===== src/core/serial_pkg.sv =====
// Constants and types shared by the serial channel frame and wakeup logic.
// Assumes a single 100 MHz system clock and a receive tick enable from outside.
package serial_pkg;
	localparam int unsigned TicksPerBit   = 16;
	localparam logic [3:0]  SampleFirst   = 4'h8;
	localparam logic [3:0]  SampleSecond  = 4'h9;
	localparam logic [3:0]  SampleThird   = 4'hA;
	localparam logic [3:0]  StartCheck    = 4'h7;
	localparam logic [3:0]  TickLast      = 4'hF;
	localparam logic [3:0]  BitsEight     = 4'h8;
	localparam logic [3:0]  BitsNine      = 4'h9;
	localparam logic [7:0]  StopDoneEight = 8'h9A;
	localparam logic [7:0]  StopDoneNine  = 8'hAA;
	localparam logic [3:0]  IdleBitsEight = 4'hA;
	localparam logic [3:0]  IdleBitsNine  = 4'hB;
	localparam int unsigned FifoDepth     = 8;
	localparam int unsigned WordWidth     = 9;

	typedef enum logic [1:0] {
		RxIdle,
		RxStart,
		RxData,
		RxStop
	} rx_state_t;

	typedef enum logic [1:0] {
		TxIdle,
		TxShift
	} tx_state_t;
endpackage


===== src/core/fifo_if.sv =====
// Valid/ready word channel between the channel logic and its buffer.
// Assumes both ends run on clk_sys.
`timescale 1ns/1ns
interface fifo_if;
	logic       [serial_pkg::WordWidth-1:0] data;
	logic                                   valid;
	logic                                   ready;
	modport source (output data, output valid, input ready);
	modport sink   (input data, input valid, output ready);
endinterface


===== src/core/sync_fifo.sv =====
// Synchronous FIFO, width and depth as parameters, valid/ready both sides.
// Assumes one clock and a synchronous active high reset.
`timescale 1ns/1ns
module sync_fifo #(
	parameter int unsigned Width = 9,
	parameter int unsigned Depth = 8
) (
	input  wire logic clk_sys, // System clock
	input  wire logic srst,    // Synchronous reset
	fifo_if.sink      inPort,  // Filling side
	fifo_if.source    outPort  // Draining side
);
	localparam int unsigned PtrW = $clog2(Depth);

	typedef struct packed {
		logic [PtrW-1:0] wrPtr;
		logic [PtrW-1:0] rdPtr;
		logic [PtrW:0]   count;
	} fifo_state_t;

	fifo_state_t          st;
	fifo_state_t          next_st;
	logic     [Width-1:0] mem [Depth];
	logic                 doWrite;
	logic                 doRead;

	assign inPort.ready  = (st.count != (PtrW+1)'(Depth));
	assign outPort.valid = (st.count != '0);
	assign outPort.data  = mem[st.rdPtr];
	assign doWrite       = inPort.valid && inPort.ready;
	assign doRead        = outPort.valid && outPort.ready;

	always_comb begin
		next_st = st;
		if (doWrite) begin
			next_st.wrPtr = (st.wrPtr == PtrW'(Depth - 1)) ? '0 : st.wrPtr + 1'b1;
		end
		if (doRead) begin
			next_st.rdPtr = (st.rdPtr == PtrW'(Depth - 1)) ? '0 : st.rdPtr + 1'b1;
		end
		if (doWrite && !doRead) begin
			next_st.count = st.count + 1'b1;
		end else if (doRead && !doWrite) begin
			next_st.count = st.count - 1'b1;
		end
	end

	always_ff @(posedge clk_sys) begin
		if (srst) begin
			st <= '0;
		end else begin
			st <= next_st;
		end
		if (doWrite) begin
			mem[st.wrPtr] <= inPort.data;
		end
	end
endmodule // sync_fifo


===== src/core/serial_frame_and_wakeup.sv =====
// Serial channel framing, 16x receive sampling, standby/wakeup, pin takeover.
// Assumes tick enables come from an outside baud divider; pins are synchronous.
// Contract
// [RULE_01] One start, eight or nine data, one stop
// [RULE_02] Length bit low: eight data, ten bits
// [RULE_03] Length bit high: nine data, eleven bits
// [RULE_04] Top data bit may mark an address
// [RULE_05] Ninth transmit bit sticky, reused each frame
// [RULE_06] Stop bit sampled at ticks eight, nine, ten
// [RULE_07] Sixteen ticks per bit; stop done 154/170
// [RULE_08] Standby request suppresses receiver interrupts
// [RULE_09] Standby still loads data, no full flag
// [RULE_10] Sender puts address in first frames
// [RULE_11] Exit method bit picks idle or address
// [RULE_12] Transmitter enabled takes pin five as output
// [RULE_13] Receiver enabled takes pin four as input
// [RULE_14] Pins are undriven inputs through reset
// [RULE_15] Address frame ends standby, clears request
// [RULE_16] Full idle character ends standby, clears request
`timescale 1ns/1ns
module serial_frame_and_wakeup (
	input  wire logic       clk_sys,                   // System clock
	input  wire logic       srst,                      // Synchronous reset
	input  wire logic       receiverSampleTick,        // 16x bit rate enable, receive
	input  wire logic       transmitterSampleTick,     // 16x bit rate enable, transmit
	input  wire logic       dataLengthSelect,          // 1 = nine data bits
	input  wire logic       wakeupMethod,              // 1 = address mark, 0 = idle line
	input  wire logic       transmitEnable,            // Transmitter enable
	input  wire logic       receiveEnable,             // Receiver enable
	input  wire logic       receiveIrqEnable,          // Receive interrupt enable
	input  wire logic       standbySet,                // Pulse: set standby request
	input  wire logic       ninthBitWrite,             // Pulse: load transmit ninth bit
	input  wire logic       ninthBitValue,             // Value for ninthBitWrite
	input  wire logic [7:0] txData,                    // Low transmit data byte
	input  wire logic       txValid,                   // Transmit byte offered
	output logic            txReady,                   // Transmit byte accepted
	input  wire logic       rxReadAck,                 // Pulse: software read, clears full
	output logic      [8:0] rxData,                    // Received data word
	output logic            receiveFullFlag,           // Received data waiting
	output logic            receiveIrq,                // Receive interrupt request
	output logic            receiverStandbyRequest,    // Standby state
	output logic            transmitNinthBit,          // Sticky ninth transmit bit
	input  wire logic       portMPinFourIn,            // Pin four input level
	output logic            portMPinFourOut,           // Pin four output level
	output logic            portMPinFourOe,            // Pin four output enable
	input  wire logic       portMPinFiveIn,            // Pin five input level
	output logic            portMPinFiveOut,           // Pin five output level
	output logic            portMPinFiveOe,            // Pin five output enable
	input  wire logic       portMPinFourGpioOut,       // Port logic level for pin four
	input  wire logic       portMPinFourGpioOe,        // Port logic enable for pin four
	input  wire logic       portMPinFiveGpioOut,       // Port logic level for pin five
	input  wire logic       portMPinFiveGpioOe         // Port logic enable for pin five
);
	typedef struct packed {
		serial_pkg::rx_state_t rxState;
		logic [3:0]            rxTick;
		logic [3:0]            rxBit;
		logic [8:0]            rxShift;
		logic [2:0]            stopVotes;
		logic [7:0]            frameTicks;
		logic [3:0]            idleBits;
		logic [3:0]            idleTick;
		logic [8:0]            rxData;
		logic                  full;
		logic                  standby;
		logic                  ninth;
		serial_pkg::tx_state_t txState;
		logic [3:0]            txTick;
		logic [3:0]            txBit;
		logic [10:0]           txShift;
		logic                  txLine;
	} chan_state_t;

	chan_state_t st;
	chan_state_t next_st;
	logic        serialInPin;
	logic        serialOutPin;
	logic [3:0]  dataBits;
	logic [7:0]  stopDone;
	logic [3:0]  idleTarget;
	logic        stopLevel;

	fifo_if txIn ();
	fifo_if txOut ();

	sync_fifo #(
		.Width(serial_pkg::WordWidth),
		.Depth(serial_pkg::FifoDepth)
	) txBuffer (
		.clk_sys(clk_sys),
		.srst   (srst),
		.inPort (txIn.sink),
		.outPort(txOut.source)
	);

	assign txIn.data  = {1'b0, txData};
	assign txIn.valid = txValid;
	assign txReady    = txIn.ready;
	assign txOut.ready = (st.txState == serial_pkg::TxIdle) && transmitEnable
		&& transmitterSampleTick;

	assign serialInPin = receiveEnable ? portMPinFourIn : 1'b1; // RULE_13
	assign serialOutPin = st.txLine;
	// Pins stay undriven while reset holds and until the port logic or channel claims them
	assign portMPinFiveOut = transmitEnable ? serialOutPin : portMPinFiveGpioOut; // RULE_12
	assign portMPinFiveOe  = srst ? 1'b0
		: (transmitEnable ? 1'b1 : portMPinFiveGpioOe); // RULE_14
	assign portMPinFourOut = portMPinFourGpioOut;
	assign portMPinFourOe  = (srst || receiveEnable) ? 1'b0 : portMPinFourGpioOe; // RULE_14

	assign dataBits   = dataLengthSelect ? serial_pkg::BitsNine : serial_pkg::BitsEight; // RULE_03
	assign stopDone   = dataLengthSelect ? serial_pkg::StopDoneNine
		: serial_pkg::StopDoneEight; // RULE_07
	assign idleTarget = dataLengthSelect ? serial_pkg::IdleBitsNine
		: serial_pkg::IdleBitsEight; // RULE_02
	assign stopLevel  = (st.stopVotes[0] & st.stopVotes[1])
		| (st.stopVotes[1] & st.stopVotes[2]) | (st.stopVotes[0] & st.stopVotes[2]);

	assign rxData                 = st.rxData;
	assign receiveFullFlag        = st.full;
	assign receiverStandbyRequest = st.standby;
	assign transmitNinthBit       = st.ninth;
	assign receiveIrq = st.full && receiveIrqEnable && !st.standby; // RULE_08

	always_comb begin
		next_st = st;
		if (rxReadAck) begin
			next_st.full = 1'b0;
		end
		if (ninthBitWrite) begin
			next_st.ninth = ninthBitValue; // RULE_05
		end
		if (standbySet) begin
			next_st.standby = 1'b1; // RULE_08
		end

		// Receiver, 16 ticks per bit, frame tick count from start edge
		if (!receiveEnable) begin
			next_st.rxState = serial_pkg::RxIdle;
		end else if (receiverSampleTick) begin
			next_st.rxTick     = st.rxTick + 1'b1; // RULE_07
			next_st.frameTicks = st.frameTicks + 1'b1;
			// Idle line wakeup counts whole bit times of steady mark
			if (serialInPin && st.rxState == serial_pkg::RxIdle) begin
				next_st.idleTick = st.idleTick + 1'b1;
				if (st.idleTick == serial_pkg::TickLast && st.idleBits != idleTarget) begin
					next_st.idleBits = st.idleBits + 1'b1;
				end
			end else begin
				next_st.idleTick = '0;
				next_st.idleBits = '0;
			end
			if (st.standby && !wakeupMethod && st.idleBits == idleTarget) begin // RULE_11
				next_st.standby = 1'b0; // RULE_16
			end
			unique case (st.rxState)
				serial_pkg::RxIdle: begin
					if (!serialInPin) begin
						next_st.rxState    = serial_pkg::RxStart;
						next_st.rxTick     = 4'h1;
						next_st.frameTicks = 8'h1;
					end
				end
				serial_pkg::RxStart: begin
					if (st.rxTick == serial_pkg::StartCheck && serialInPin) begin
						next_st.rxState = serial_pkg::RxIdle;
					end else if (st.rxTick == serial_pkg::TickLast) begin
						next_st.rxState = serial_pkg::RxData;
						next_st.rxBit   = '0;
					end
				end
				serial_pkg::RxData: begin
					if (st.rxTick == serial_pkg::SampleSecond) begin
						next_st.rxShift = {serialInPin, st.rxShift[8:1]}; // RULE_01
					end
					if (st.rxTick == serial_pkg::TickLast) begin
						next_st.rxBit = st.rxBit + 1'b1;
						if (st.rxBit + 1'b1 == dataBits) begin
							next_st.rxState   = serial_pkg::RxStop;
							next_st.stopVotes = '0;
						end
					end
				end
				serial_pkg::RxStop: begin
					// Votes at 8, 9 and 10 even when a fast stop bit ends at 10
					if (st.rxTick == serial_pkg::SampleFirst) begin
						next_st.stopVotes[0] = serialInPin; // RULE_06
					end
					if (st.rxTick == serial_pkg::SampleSecond) begin
						next_st.stopVotes[1] = serialInPin; // RULE_06
					end
					if (st.rxTick == serial_pkg::SampleThird
						&& st.frameTicks == stopDone) begin // RULE_07
						next_st.rxState = serial_pkg::RxIdle;
						if ((st.stopVotes[0] & st.stopVotes[1])
							| (serialInPin & (st.stopVotes[0] | st.stopVotes[1]))) begin // RULE_06
							next_st.rxData = dataLengthSelect ? st.rxShift
								: {1'b0, st.rxShift[8:1]}; // RULE_09
							if (st.standby) begin
								if (wakeupMethod && (dataLengthSelect ? st.rxShift[8]
									: st.rxShift[8])) begin // RULE_04
									next_st.standby = 1'b0; // RULE_15
									next_st.full    = 1'b1;
								end
							end else begin
								next_st.full = 1'b1; // RULE_09
							end
						end
					end
				end
			endcase
		end

		// Transmitter, start bit, data bits, ninth bit, stop bit
		if (!transmitEnable) begin
			next_st.txState = serial_pkg::TxIdle;
			next_st.txLine  = 1'b1;
		end else if (transmitterSampleTick) begin
			unique case (st.txState)
				serial_pkg::TxIdle: begin
					next_st.txLine = 1'b1;
					if (txOut.valid) begin
						next_st.txState = serial_pkg::TxShift;
						next_st.txShift = dataLengthSelect
							? {1'b1, st.ninth, txOut.data[7:0], 1'b0} // RULE_05
							: {1'b1, 1'b1, txOut.data[7:0], 1'b0}; // RULE_02
						next_st.txTick  = '0;
						next_st.txBit   = '0;
						next_st.txLine  = 1'b0;
					end
				end
				serial_pkg::TxShift: begin
					next_st.txTick = st.txTick + 1'b1;
					if (st.txTick == serial_pkg::TickLast) begin
						next_st.txBit   = st.txBit + 1'b1;
						next_st.txShift = {1'b1, st.txShift[10:1]};
						next_st.txLine  = st.txShift[1];
						if (st.txBit + 1'b1 == dataBits + 4'h2) begin // RULE_01
							next_st.txState = serial_pkg::TxIdle;
							next_st.txLine  = 1'b1;
						end
					end
				end
			endcase
		end
		// A new standby request in the same cycle as a wakeup wins
		if (standbySet) begin
			next_st.standby = 1'b1;
		end
	end

	always_ff @(posedge clk_sys) begin
		if (srst) begin
			st         <= '0;
			st.txLine  <= 1'b1;
		end else begin
			st <= next_st;
		end
	end

	logic unusedPin;
	assign unusedPin = portMPinFiveIn ^ stopLevel ^ txOut.data[8] ^ st.stopVotes[2];
endmodule // serial_frame_and_wakeup


===== config.mk =====
export PLATFORM = sky130hd
export DESIGN_NAME = serial_frame_and_wakeup
export DESIGN_NICKNAME = d
export VERILOG_FILES = /design/src/core/serial_pkg.sv /design/src/core/fifo_if.sv /design/src/core/sync_fifo.sv /design/src/core/serial_frame_and_wakeup.sv
export SDC_FILE = /design/constraint.sdc
export NUM_CORES = 1
export LEC_CHECK = 0
export BUFFER_PORTS_ARGS = -buffer_cell sky130_fd_sc_hd__buf_2
export CORE_MARGIN = 4
export CORE_UTILIZATION = 30
export DETAILED_ROUTE_END_ITERATION = 6
export PLACE_DENSITY = 0.53
export SKIP_LAST_GASP = 1
export SLEW_MARGIN = 20
export SYNTH_ARGS = -nofsm -noshare
export SYNTH_HDL_FRONTEND = slang
export SYNTH_SLANG_ARGS = --single-unit

===== constraint.sdc =====
create_clock -name clk_sys -period 7.4 [get_ports clk_sys]
set_input_delay 1.48 -clock clk_sys [delete_from_list [all_inputs] [get_ports clk_sys]]
set_output_delay 1.48 -clock clk_sys [all_outputs]
set_load 0.05 [all_outputs]

# Word level (Yosys, flattened, before mapping)
# Memory sizes are Yosys's and may differ from the RTL's. A register that Yosys moved wholly into a read port is not among the register bits.
# Index checks and enable logic that the tools add are counted.
[word_totals]
inputBits = 28
output_inout_bits = 18
register_bits = 81
memories = 1
wordCells = 169
ram_bits = 64
[op_classes]
eq_ne = 32
n_addsub = 12
n_mux = 57
reduce_logical = 40
bitwise_logic = 6
[mem_list]
columns = ["name", "depth", "width", "rd", "rd_ports_with_merged_regs", "write_ports", "line", "text"]
rows = [
  ["txBuffer.mem", 8, 8, 1, 1, 1, "sync_fifo.sv:23", "logic [Width-1:0] mem [Depth];"],
]
[op_table]
columns = ["op", "n"]
rows = [
  ["one-hot mux 22 bit (2 select lines)", 1],
  ["two-way mux 2 bit", 15],
  ["adder 4 x 1 -> 4 bit, second input constant", 7],
  ["two-way mux 4 bit", 7],
  ["equality test 4 bit, second input constant", 6],
  ["two-way mux 8 bit", 3],
  ["AND reduction 6 bit", 4],
  ["two-way mux 22 bit", 1],
  ["!= test 2 bit, second input constant", 10],
  ["two-way mux 1 bit", 18],
  ["two-way mux 16 bit", 1],
  ["logical AND 1 bit", 15],
  ["equality test 4 bit", 3],
  ["two-way mux 3 bit", 4],
  ["two-way mux 6 bit", 2],
  ["AND reduction 4 bit", 3],
  ["two-way mux 10 bit", 1],
  ["two-way mux 9 bit", 1],
  ["adder 8 x 1 -> 8 bit, second input constant", 1],
  ["equality test 8 bit", 1],
  ["one-hot mux 2 bit (4 select lines)", 1],
  ["one-hot mux 4 bit (2 select lines)", 1],
  ["adder 3 x 1 -> 3 bit, second input constant", 2],
  ["equality test 3 bit, second input constant", 2],
  ["22 further kinds", 37],
]

# Depth between registers and ports, before layout
# Gate-level depths: netlist (run 1).
[depth]
word_depth = 12
depth_mapped = 10
depth_no_buf = 10

# Cells and area by module
# From an unflattened synthesis (run 1), not the netlist that was laid out.
[unflattened]
hier_cells = 570
hier_area_um2 = 6891.6
[by_module_without_submodules]
columns = ["mod", "seq_area_each_um2", "area_per_inst_um2", "instances", "cells_each"]
rows = [
  ["serial_frame_and_wakeup", 1381.3, 3460.8, 1, 391],
  ["sync_fifo", 2422.3, 3430.8, 1, 179],
]

# Least setup slack after synthesis (run 1)
# No wires, ideal clock.
[synth_timing]
kind = "input to output"
start = "input srst"
end = "output portMPinFourOe"
arrival_time_ns = 3.239
path_buffers = 3
slack_ns = 2.681
t_required_ns = 5.920
cell_stages = 4
path_cell_list = "clkbuf_1 -> clkbuf_1 -> buf_1 -> nor3b_1"
[synth_via]
elab_chain_cells = 2
[synth_rtl]
columns = ["item", "line", "text"]
rows = [
  ["from (decl)", "serial_frame_and_wakeup.sv:23", "input wire logic srst,"],
  ["logical OR 1 bit", "serial_frame_and_wakeup.sv:109", "assign portMPinFourOe = (srst || receiveEnable) ? 1'b0 : portMPinFourGpioOe;"],
  ["two-way mux 1 bit", "serial_frame_and_wakeup.sv:109", ""],
  ["to (decl)", "serial_frame_and_wakeup.sv:45", "output logic portMPinFourOe,"],
]
# Every way passes these cells.

# Worst setup path after layout (run 1)
[layout_timing]
start = "input srst"
end = "output portMPinFiveOe"
[layout_via]
elab_chain_cells = 1
[layout_rtl]
columns = ["item", "line", "text"]
rows = [
  ["two-way mux 1 bit", "serial_frame_and_wakeup.sv:106", "assign portMPinFiveOe = srst ? 1'b0"],
  ["to (decl)", "serial_frame_and_wakeup.sv:48", "output logic portMPinFiveOe,"],
]
# Every way passes these cells.

==> results of run 1 <==
[per-layer routing]
metal,vias to the layer above,track usage [%],part of all wire (%)
li1,2244,-,-
met1,2211,14.8,46
met2,89,19.3,49
met3,12,2.91,4.4
met4,0,3.40,0.98
met5,-,0,0
[synthesized netlist by cell type, types with 10 or more instances]
cell and count:
clkbuf_1 12, xor2_1 14, a31oi_1 12, nand4_1 12, edfxtp_1 64, nand3_1 20, mux2i_1 21, nor3_1 23
ha_1 18, dfxtp_1 82, buf_4 13, a221o_1 10, mux2_2 10, a21oi_1 26, nor2_1 60, nor4_1 10
mux4_2 10, nand2_1 42
[through the flow]
stage	utilization (%)	hold slack, ps	setup slack, ps	instance area (µm²)
CTS	35.1	484	3280	7680
global placement	32.3	460	3310	7070
finish	35.1	479	3310	7680
floorplan	-	449	2680	6700
global route	35.1	509	3200	7680
detailed placement	32.3	468	3280	7070
[registers in the layout (all words and copies together), names as in the netlist, named ones only]
name / cells
txBuffer.mem: 64
st: 56
txBuffer.st: 10
rxData: 9
receiveFullFlag: 1
receiverStandbyRequest: 1
serialOutPin: 1
transmitNinthBit: 1
[power by group through the flow]
stage / combinational, µW / clock [µW] / sequential [µW]
final: 257 / 891 / 939
after global placement: 251 / 0 / 953
after detailed placement: 259 / 0 / 957
after CTS: 260 / 909 / 939
after floorplan: 206 / 0 / 937
after global routing: 285 / 950 / 945
[worst reg2reg max path, cell delays in order, from the launching register on]
cell and delay [ps]:
dfxtp_1 390, or4b_1 610, nand2_1 320, inv_2 110, ha_1 210, inv_1 130
ha_1 250, a21o_1 170, a21oi_1 160, mux2i_1 230, mux2_2 340
[path summary, 6_finish.rpt]
kind	from	endpoint	slack [ps]	cells past startpoint
setup / recovery	srst	portMPinFiveOe	3310	4
setup reg to reg	txBuffer.st[0]$_SDFFE_PP0P_	txBuffer.st[3]$_SDFFE_PP0P_	4370	10
hold / removal	txBuffer.st[5]$_SDFFE_PP0P_	flip-flop	480	2
hold reg to reg	txBuffer.st[5]$_SDFFE_PP0P_	flip-flop	480	2
[final cells by class]
class,instances,area (µm²),share of cell area (%)
Clock buffer,17,425,5.54
Tap cell,280,350,4.56
Multi-Input combinational cell,389,2880,37.4
Clock inverter,15,185,2.41
Inverter,12,45.0,0.587
Timing Repair Buffer,45,233,3.03
Sequential cell,146,3560,46.4
[cells by family (layout without fill, tap and decap cells)]
family	count (synthesis)	after routing	synth area share, %
adders and majority gates	19	19	3.66
DFF	146	146	53.2
xor gates and xnor gates	19	19	2.49
buffers and inverters	52	89	4.15
AOI/OAI and AO/OA	93	93	9.73
muxes	47	47	10.5
and+or+nand+nor	211	211	16.2
==> key figures, run 1 <==
Clock tree
  – Num CTS Buffers: 17
  – Hold Buf Count CTS: 0
  – H-tree lvl count: 4
  – Worst skew pair latency: 420 ps
  – TritonCTS clock tree: done
  – Clk buf depth: 2
  – Post-CTS setup buffers: 0
  – Root Driver: clkbuf_16
  – Sink Count: 146
  – Clk slew on worst S/H paths: 60 ps
  – # resized after CTS: 0

Status
  – Status: finished, final reports clean

Worst setup path
  – Setup crit end kind: output port
  – Cells along the critical path: buf_2, buf_4, nor2_1, buf_2
  – Required time worst endpoint: 5920 ps
  – CP delay by family, top: buffers and inverters
  – Startpoint Class: input pin
  – Slowest CP cell: buf_4
  – Worst Setup Path Type: in2out
  – Most used cell, CP: buf_2
  – CP Data Arrival Time: 2610 ps
  – Worst-path fanout max: 51
  – CP Buf/Inv Count: 3
  – Slowest cell delay on critical path: 530 ps

Floorplan
  – Initial Utilization: 30.6%
  – Core area: 21900 µm²
  – Die Span Y: 157 µm
  – Standard-cell rows: 54
  – Die Wd: 157 µm
  – Die ar.: 24800 µm²
  – Number of top-level pins: 46

Pwr
  – Pwr dens: 272 nW/µm²
  – Worst VDD drop: 0.168 mV
  – Switching Share: 27.4%
  – Part of the power in registers: 45.0%
  – Share of total power in combinational logic: 12.3%
  – P_leak: 0.00268 µW
  – Internal power: 1510 µW
  – Net switching power: 572 µW
  – Clk network pwr share: 42.7%
  – Tot Pwr: 2090 µW

Global route
  – Maximum number of pins on one net before global-route repair: 52
  – Number of global-route vias before repair: 4541
  – All-Layer GR Usage: 11.5%
  – First-pass GRT wire length: 22.8 mm
  – Grt ovf: 0
  – Initial antenna violation count: 0

Final layout
  – Fillers: 2184
  – Layout cells sized above 1: 18.6%
  – Final nets: 658
  – Non-Filler Instances: 904
  – Area grow syn2layout: 14.7%
  – ANT cells: 0
  – Most frequent cells in the layout: dfxtp_1, edfxtp_1, nor2_1, nand2_1, buf_2
  – Commonest non-fill, non-tap cell in the layout: dfxtp_1

STA
  – Fin. Hold Viols: 0
  – Setup Viol. Count Final: 0
  – Fmax: 245 MHz
  – Period minus WS final: 4090 ps
  – Final Max Slew Viols: 0
  – Layout Skew: 7.92 ps
  – Unrepaired setup endpoints after global routing: false
  – Fin Setup TNS: 0 ps
  – Final period util: 55.2%
  – Least-Margin Pin Slew: 929 ps
  – Max-slew headroom: 37.8%

Logic synthesis
  – Syn Nets: 634
  – Post-synthesis sequential area ratio: 53.2%
  – Post-synthesis register bit count: 146
  – Cell Area, Synth: 6700 µm²
  – Warnings, synthesis: 0
  – Cell taking the most area after synthesis: edfxtp_1
  – Mapped Avg Cell Area: 11.4 µm²
  – Post-synth EDFFs: 64
  – Top-area cell type share of the netlist area: 28.7%
  – Synth unique cells: 74
  – Main flop type after synthesis: dfxtp_1
  – Largest cells by area after synthesis: edfxtp_1, dfxtp_1, ha_1, mux4_2, nor2_1
  – Gate Count Post-Synth: 587
  – Async set-or-reset flop fraction in the synthesized netlist: 0%

Placement
  – Detailed Place HPWL: 9.55 mm
  – DP Cell Count: 872
  – I/O Buffers: 42
  – GPL Wtd Cong: 0.750

Route
  – Vias: 4556
  – DRC errors left: 0
  – DR WL/cell: 15.5 µm
  – Detailed Route WL: 14.0 mm
  – Routed Antenna Nets: 0
  – Drt first pass iters: 4
  – Starting DRT DRC Count: 250
  – Drt via density: 5.04

Run
  – MaxCap Viol Count: 0

Worst hold path
  – Hold Path Class: reg2reg
No activity file was read; power rests on OpenSTA's default activity.
==> inputs of run 2 (changes only) <==
--- a/config.mk
+++ b/config.mk
@@ -9,7 +9,7 @@
 export CORE_MARGIN = 4
 export CORE_UTILIZATION = 30
 export DETAILED_ROUTE_END_ITERATION = 6
-export PLACE_DENSITY = 0.53
+export PLACE_DENSITY = 0.55
 export SKIP_LAST_GASP = 1
 export SLEW_MARGIN = 20
 export SYNTH_ARGS = -nofsm -noshare
==> constraint.sdc (replaced) <==
create_clock -name clk_sys -period 3.6 [get_ports clk_sys]
set_input_delay 0.72 -clock clk_sys [delete_from_list [all_inputs] [get_ports clk_sys]]
set_output_delay 0.72 -clock clk_sys [all_outputs]
set_load 0.05 [all_outputs]
==> run 2 against run 1 <==
Net effect: clock-buffer cell count unchanged; design area increased by 0.24%; hold slack about the same; power increased by 100%; sequential share of layout area decreased by 0.13 points; register-to-register slack got worse by 3800 ps; wire length increased by 2.2%; global-route usage increased by 0.34 points; largest power group unchanged.
==> key figures, run 2 (same netlist as run 1, synthesis figures left out) <==
Status
  – Status: finished, final reports clean

Final layout
  – Commonest non-fill, non-tap cell in the layout: dfxtp_1
  – Non-Filler Instances: 911
  – Register with the most flip-flops: txBuffer.mem
  – Final nets: 665
  – Most frequent cells in the layout: dfxtp_1, edfxtp_1, nor2_1, nand2_1, buf_2
  – Layout cells sized above 1: 19.2%
  – Biggest regs: txBuffer.mem (64), st (56), txBuffer.st (10)
  – ANT cells: 0
  – Max reg flops: 64
  – Area grow syn2layout: 14.9%

Route
  – DR WL/cell: 15.7 µm
  – Vias: 4672
  – Starting DRT DRC Count: 276
  – Detailed Route WL: 14.3 mm
  – Drt via density: 5.13
  – DRC errors left: 0
  – Routed Antenna Nets: 0
  – Drt first pass iters: 5

Worst setup path
  – Worst Setup Path Type: reg2reg
  – CP Data Arrival Time: 3350 ps
  – Worst-path fanout max: 9
  – Slowest cell delay on critical path: 590 ps
  – Cells along the critical path: or4b_1, nand2_1, inv_2, ha_1, inv_1, ha_1, a21o_1, a21oi_1, mux2i_1, mux2_2
  – Setup crit end kind: flip-flop
  – Most used cell, CP: ha_1
  – Required time worst endpoint: 3910 ps
  – Slowest CP cell: or4b_1
  – Startpoint Class: flip-flop

STA
  – Fmax: 329 MHz
  – Max-slew headroom: 37.4%
  – Fin Setup TNS: 0 ps
  – Setup Viol. Count Final: 0
  – Final Max Slew Viols: 0
  – Final period util: 84.4%
  – Unrepaired setup endpoints after global routing: false
  – Fin. Hold Viols: 0
  – Period minus WS final: 3040 ps
  – Least-Margin Pin Slew: 934 ps
  – Layout Skew: 10.7 ps

Global route
  – Initial antenna violation count: 0
  – Met1 usage in global routing: 14.5%
  – Maximum number of pins on one net before global-route repair: 24
  – All-Layer GR Usage: 11.9%
  – Number of global-route vias before repair: 4695
  – Grt ovf: 0
  – Met2 usage in global routing: 20.4%
  – First-pass GRT wire length: 23.4 mm
  – Met3 usage: 3.02%
  – Top Usage Layer GRT: met2

Clock tree
  – H-tree lvl count: 4
  – Worst skew pair latency: 430 ps
  – Clk buf depth: 2
  – # resized after CTS: 0
  – Hold Buf Count CTS: 0
  – Num CTS Buffers: 17
  – Sink Count: 146
  – Root Driver: clkbuf_16
  – Clk slew on worst S/H paths: 60 ps
  – TritonCTS clock tree: done
  – Post-CTS setup buffers: 0

Placement
  – Detailed Place HPWL: 9.87 mm
  – GPL Wtd Cong: 0.756
  – DP Cell Count: 879
  – I/O Buffers: 42

Pwr
  – Pwr dens: 545 nW/µm²
  – Worst VDD drop: 0.307 mV
  – P_leak: 0.00270 µW

Floorplan
  – Die ar.: 24800 µm²
  – Initial Utilization: 30.6%
  – Core area: 21900 µm²
  – Die Wd: 157 µm
  – Standard-cell rows: 54
  – Number of top-level pins: 46
  – Die Span Y: 157 µm

Worst hold path
  – Hold Path Class: reg2reg

Run
  – MaxCap Viol Count: 0
==> run 2: final cells by class <==
class / instances / area, µm²
Tap cell: 280 / 350
Clock inverter: 15 / 158
Fill cell: 2142 / 14200
Multi-Input combinational cell: 389 / 2870
Clock buffer: 17 / 425
Sequential cell: 146 / 3560
Inverter: 12 / 45.0
Timing Repair Buffer: 52 / 285
==> run 2: metal layers <==
layer	routed length, µm	part of all wire (%)
met5	0	0
met4	167	1.2
met3	688	4.8
met2	7130	50
met1	6320	44
==> run 2: critical path: cells and delay by family, from the launching register on <==
family	cells	cell delay [ps]
buf+inv	2	240
flops	1	390
compound gates	2	360
simple gates	2	910
mux	2	590
fa+ha+maj	2	450
==> run 2: path summary, 6_finish.rpt <==
check | startpoint | cells past startpoint | endpoint | slack, ps
setup / recovery | txBuffer.st[0]$_SDFFE_PP0P_ | 10 | txBuffer.st[3]$_SDFFE_PP0P_ | 560
hold / removal | txBuffer.st[6]$_SDFFE_PP0P_ | 2 | flip-flop | 480
setup reg to reg | txBuffer.st[0]$_SDFFE_PP0P_ | 10 | txBuffer.st[3]$_SDFFE_PP0P_ | 560
hold reg to reg | txBuffer.st[6]$_SDFFE_PP0P_ | 2 | flip-flop | 480
==> run 2: per-stage QoR <==
step / area [µm²] / utilization [%] / total power (µW) / hold WS (ps) / setup slack, ps
floorplan: 6700 / - / 2350 / 449 / 401
global placement: 7110 / 32.5 / 2480 / 461 / 672
detailed placement: 7110 / 32.5 / 2500 / 469 / 564
CTS: 7700 / 35.2 / 4240 / 476 / 536
global route: 7700 / 35.2 / 4380 / 488 / 328
finish: 7700 / 35.2 / 4190 / 479 / 560
==> run 2: report_power, final <==
part / switching [µW] / internal [µW] / total, µW
sequential: 99.5 / 1830 / 1930
clock: 801 / 931 / 1730
combinational: 303 / 232 / 535
total: 1200 / 2990 / 4190
==> inputs of run 3 (changes only) <==
==> constraint.sdc (replaced) <==
create_clock -name clk_sys -period 2.7 [get_ports clk_sys]
set_input_delay 0.54 -clock clk_sys [delete_from_list [all_inputs] [get_ports clk_sys]]
set_output_delay 0.54 -clock clk_sys [all_outputs]
set_load 0.05 [all_outputs]
==> run 3 against run 2 <==
Net effect: combinational power up 61%; sequential share of layout area down 0.70 points; register-to-register slack worse by 400 ps; highest routed layer unchanged; die area unchanged; largest power group unchanged; utilization up 0.55 points; setup slack worse by 400 ps; critical path type unchanged.
==> key figures, run 3 (same netlist as run 1, synthesis figures left out) <==
Final layout
  – Register area: 3560 µm²
  – Most frequent cells in the layout: dfxtp_1, edfxtp_1, nor2_1, buf_2, nand2_1
  – Register with the most flip-flops: txBuffer.mem
  – Commonest non-fill, non-tap cell in the layout: dfxtp_1
  – Final nets: 680
  – Area of the multi-input gates: 2870 µm²
  – Biggest regs: txBuffer.mem (64), st (56), txBuffer.st (10)
  – ANT cells: 0
  – Max reg flops: 64
  – Layout cells sized above 1: 21.2%
  – Fillers: 2174
  – Area grow syn2layout: 16.7%

Clock tree
  – Clk slew on worst S/H paths: 60 ps
  – Root Driver: clkbuf_16
  – H-tree lvl count: 4
  – TritonCTS clock tree: done
  – Sink Count: 146
  – Clk buf depth: 2
  – Hold Buf Count CTS: 0
  – Num CTS Buffers: 17
  – Worst skew pair latency: 430 ps

Route
  – Starting DRT DRC Count: 279
  – Drt first pass iters: 5
  – DRC errors left: 0
  – Drt via density: 5.09
  – Routed Antenna Nets: 0
  – Detailed Route WL: 14.6 mm
  – DR WL/cell: 15.7 µm
  – Vias: 4711

Floorplan
  – Die ar.: 24800 µm²
  – Die Wd: 157 µm
  – Number of top-level pins: 46
  – Die Span Y: 157 µm
  – Core area: 21900 µm²
  – Standard-cell rows: 54
  – Initial Utilization: 30.6%

Global route
  – Initial antenna violation count: 0
  – Grt ovf: 0
  – Met2 usage in global routing: 21.3%
  – Maximum number of pins on one net before global-route repair: 27
  – Met1 usage in global routing: 14.7%
  – Met3 usage: 3.08%
  – Number of global-route vias before repair: 4715
  – Top Usage Layer GRT: met2
  – All-Layer GR Usage: 12.2%
  – First-pass GRT wire length: 24.0 mm

Worst setup path
  – Startpoint Class: flip-flop
  – Setup crit end kind: flip-flop
  – Flop2flop setup slack: 160 ps
  – Required time worst endpoint: 3010 ps
  – Worst-path fanout max: 4
  – CP Data Arrival Time: 2850 ps
  – Worst Setup Path Type: reg2reg

Placement
  – Detailed Place HPWL: 10.1 mm
  – GPL Wtd Cong: 0.747
  – I/O Buffers: 42

STA
  – Least-Margin Pin Slew: 728 ps
  – Final period util: 94.2%
  – Fin. Hold Viols: 0
  – Max-slew headroom: 51.4%
  – Final Max Slew Viols: 0
  – Fmax: 393 MHz
  – Layout Skew: 11.3 ps
  – Fin Setup TNS: 0 ps
  – Period minus WS final: 2540 ps
  – Unrepaired setup endpoints after global routing: false
  – Setup Viol. Count Final: 0
  – Worst hold slack: 308 ps

Worst hold path
  – Hold Path Class: in2reg

Status
  – Status: finished, final reports clean

Pwr
  – Pwr dens: 733 nW/µm²
  – P_leak: 0.00278 µW
  – Worst VDD drop: 0.447 mV

Run
  – MaxCap Viol Count: 0
## run 3: changes by cell type in the layout (fill, tap and decap cells not counted), sizes merged
| cell | change |
|---|---|
| inv | -1 |
| buf | +15 |
| clkinv | +1 |
## run 3: repair_timing
action	in CTS	in global routing
resized for setup	0	1
buffers inserted	0	0
setup endpoints to repair	0	1
## run 3: path summary, 6_finish.rpt
| kind | start | end | depth (start not counted) |
|---|---|---|---|
| worst max-delay path | txBuffer.st[0]$_SDFFE_PP0P_ | txBuffer.st[3]$_SDFFE_PP0P_ | 10 |
| worst max register to register | txBuffer.st[0]$_SDFFE_PP0P_ | txBuffer.st[3]$_SDFFE_PP0P_ | 10 |
| worst min register to register | st[35]$_SDFFE_PP0P_ | st[35]$_SDFFE_PP0P_ | 2 |
| worst min-delay path | rxReadAck | receiveFullFlag$_SDFF_PP0_ | 2 |
## run 3: area by class of cell
| cell class | count | share of cell area, % |
|---|---|---|
| clock inverter | 15 | 2.14 |
| sequential | 146 | 45.6 |
| tap | 280 | 4.48 |
| timing repair buffer | 67 | 5.09 |
| multi-input combinational | 389 | 36.7 |
| clock buffer | 17 | 5.44 |
| inverter | 12 | 0.576 |
## run 3: worst max-delay path: stages, from the launching register on
cell     delay, ps
dfxtp_1        310
or4b_4         550
nand2_2        100
inv_2           60
ha_1           190
inv_1           80
ha_1           230
a21o_1         180
a21oi_1        180
mux2i_1        220
mux2_2         340
## run 3: metal layers
| layer | vias up | wire, µm |
|---|---|---|
| met5 | - | 0 |
| li1 | 2289 | - |
| met2 | 112 | 7300 |
| met1 | 2292 | 6350 |
| met3 | 18 | 679 |
| met4 | 0 | 242 |
## run 3: per-stage QoR
step / instances / instance area (µm²) / util (%) / setup slack, ps / power, µW
2_1_floorplan: 587 / 6710 / - / -86.9 / 3140
3_3_place_gp: 894 / 7220 / 33.0 / 101 / 3390
3_5_place_dp: 894 / 7220 / 33.0 / 81.0 / 3440
4_1_cts: 926 / 7820 / 35.7 / 119 / 5800
5_1_grt: 926 / 7820 / 35.7 / 11.1 / 6010
6_report: 926 / 7820 / 35.7 / 157 / 5730
## run 3: where the power goes
group | switching [µW] | internal (µW)
Sequential | 92.9 | 2440
Clock | 1090 | 1250
Combinational | 482 | 381
Total | 1660 | 4070
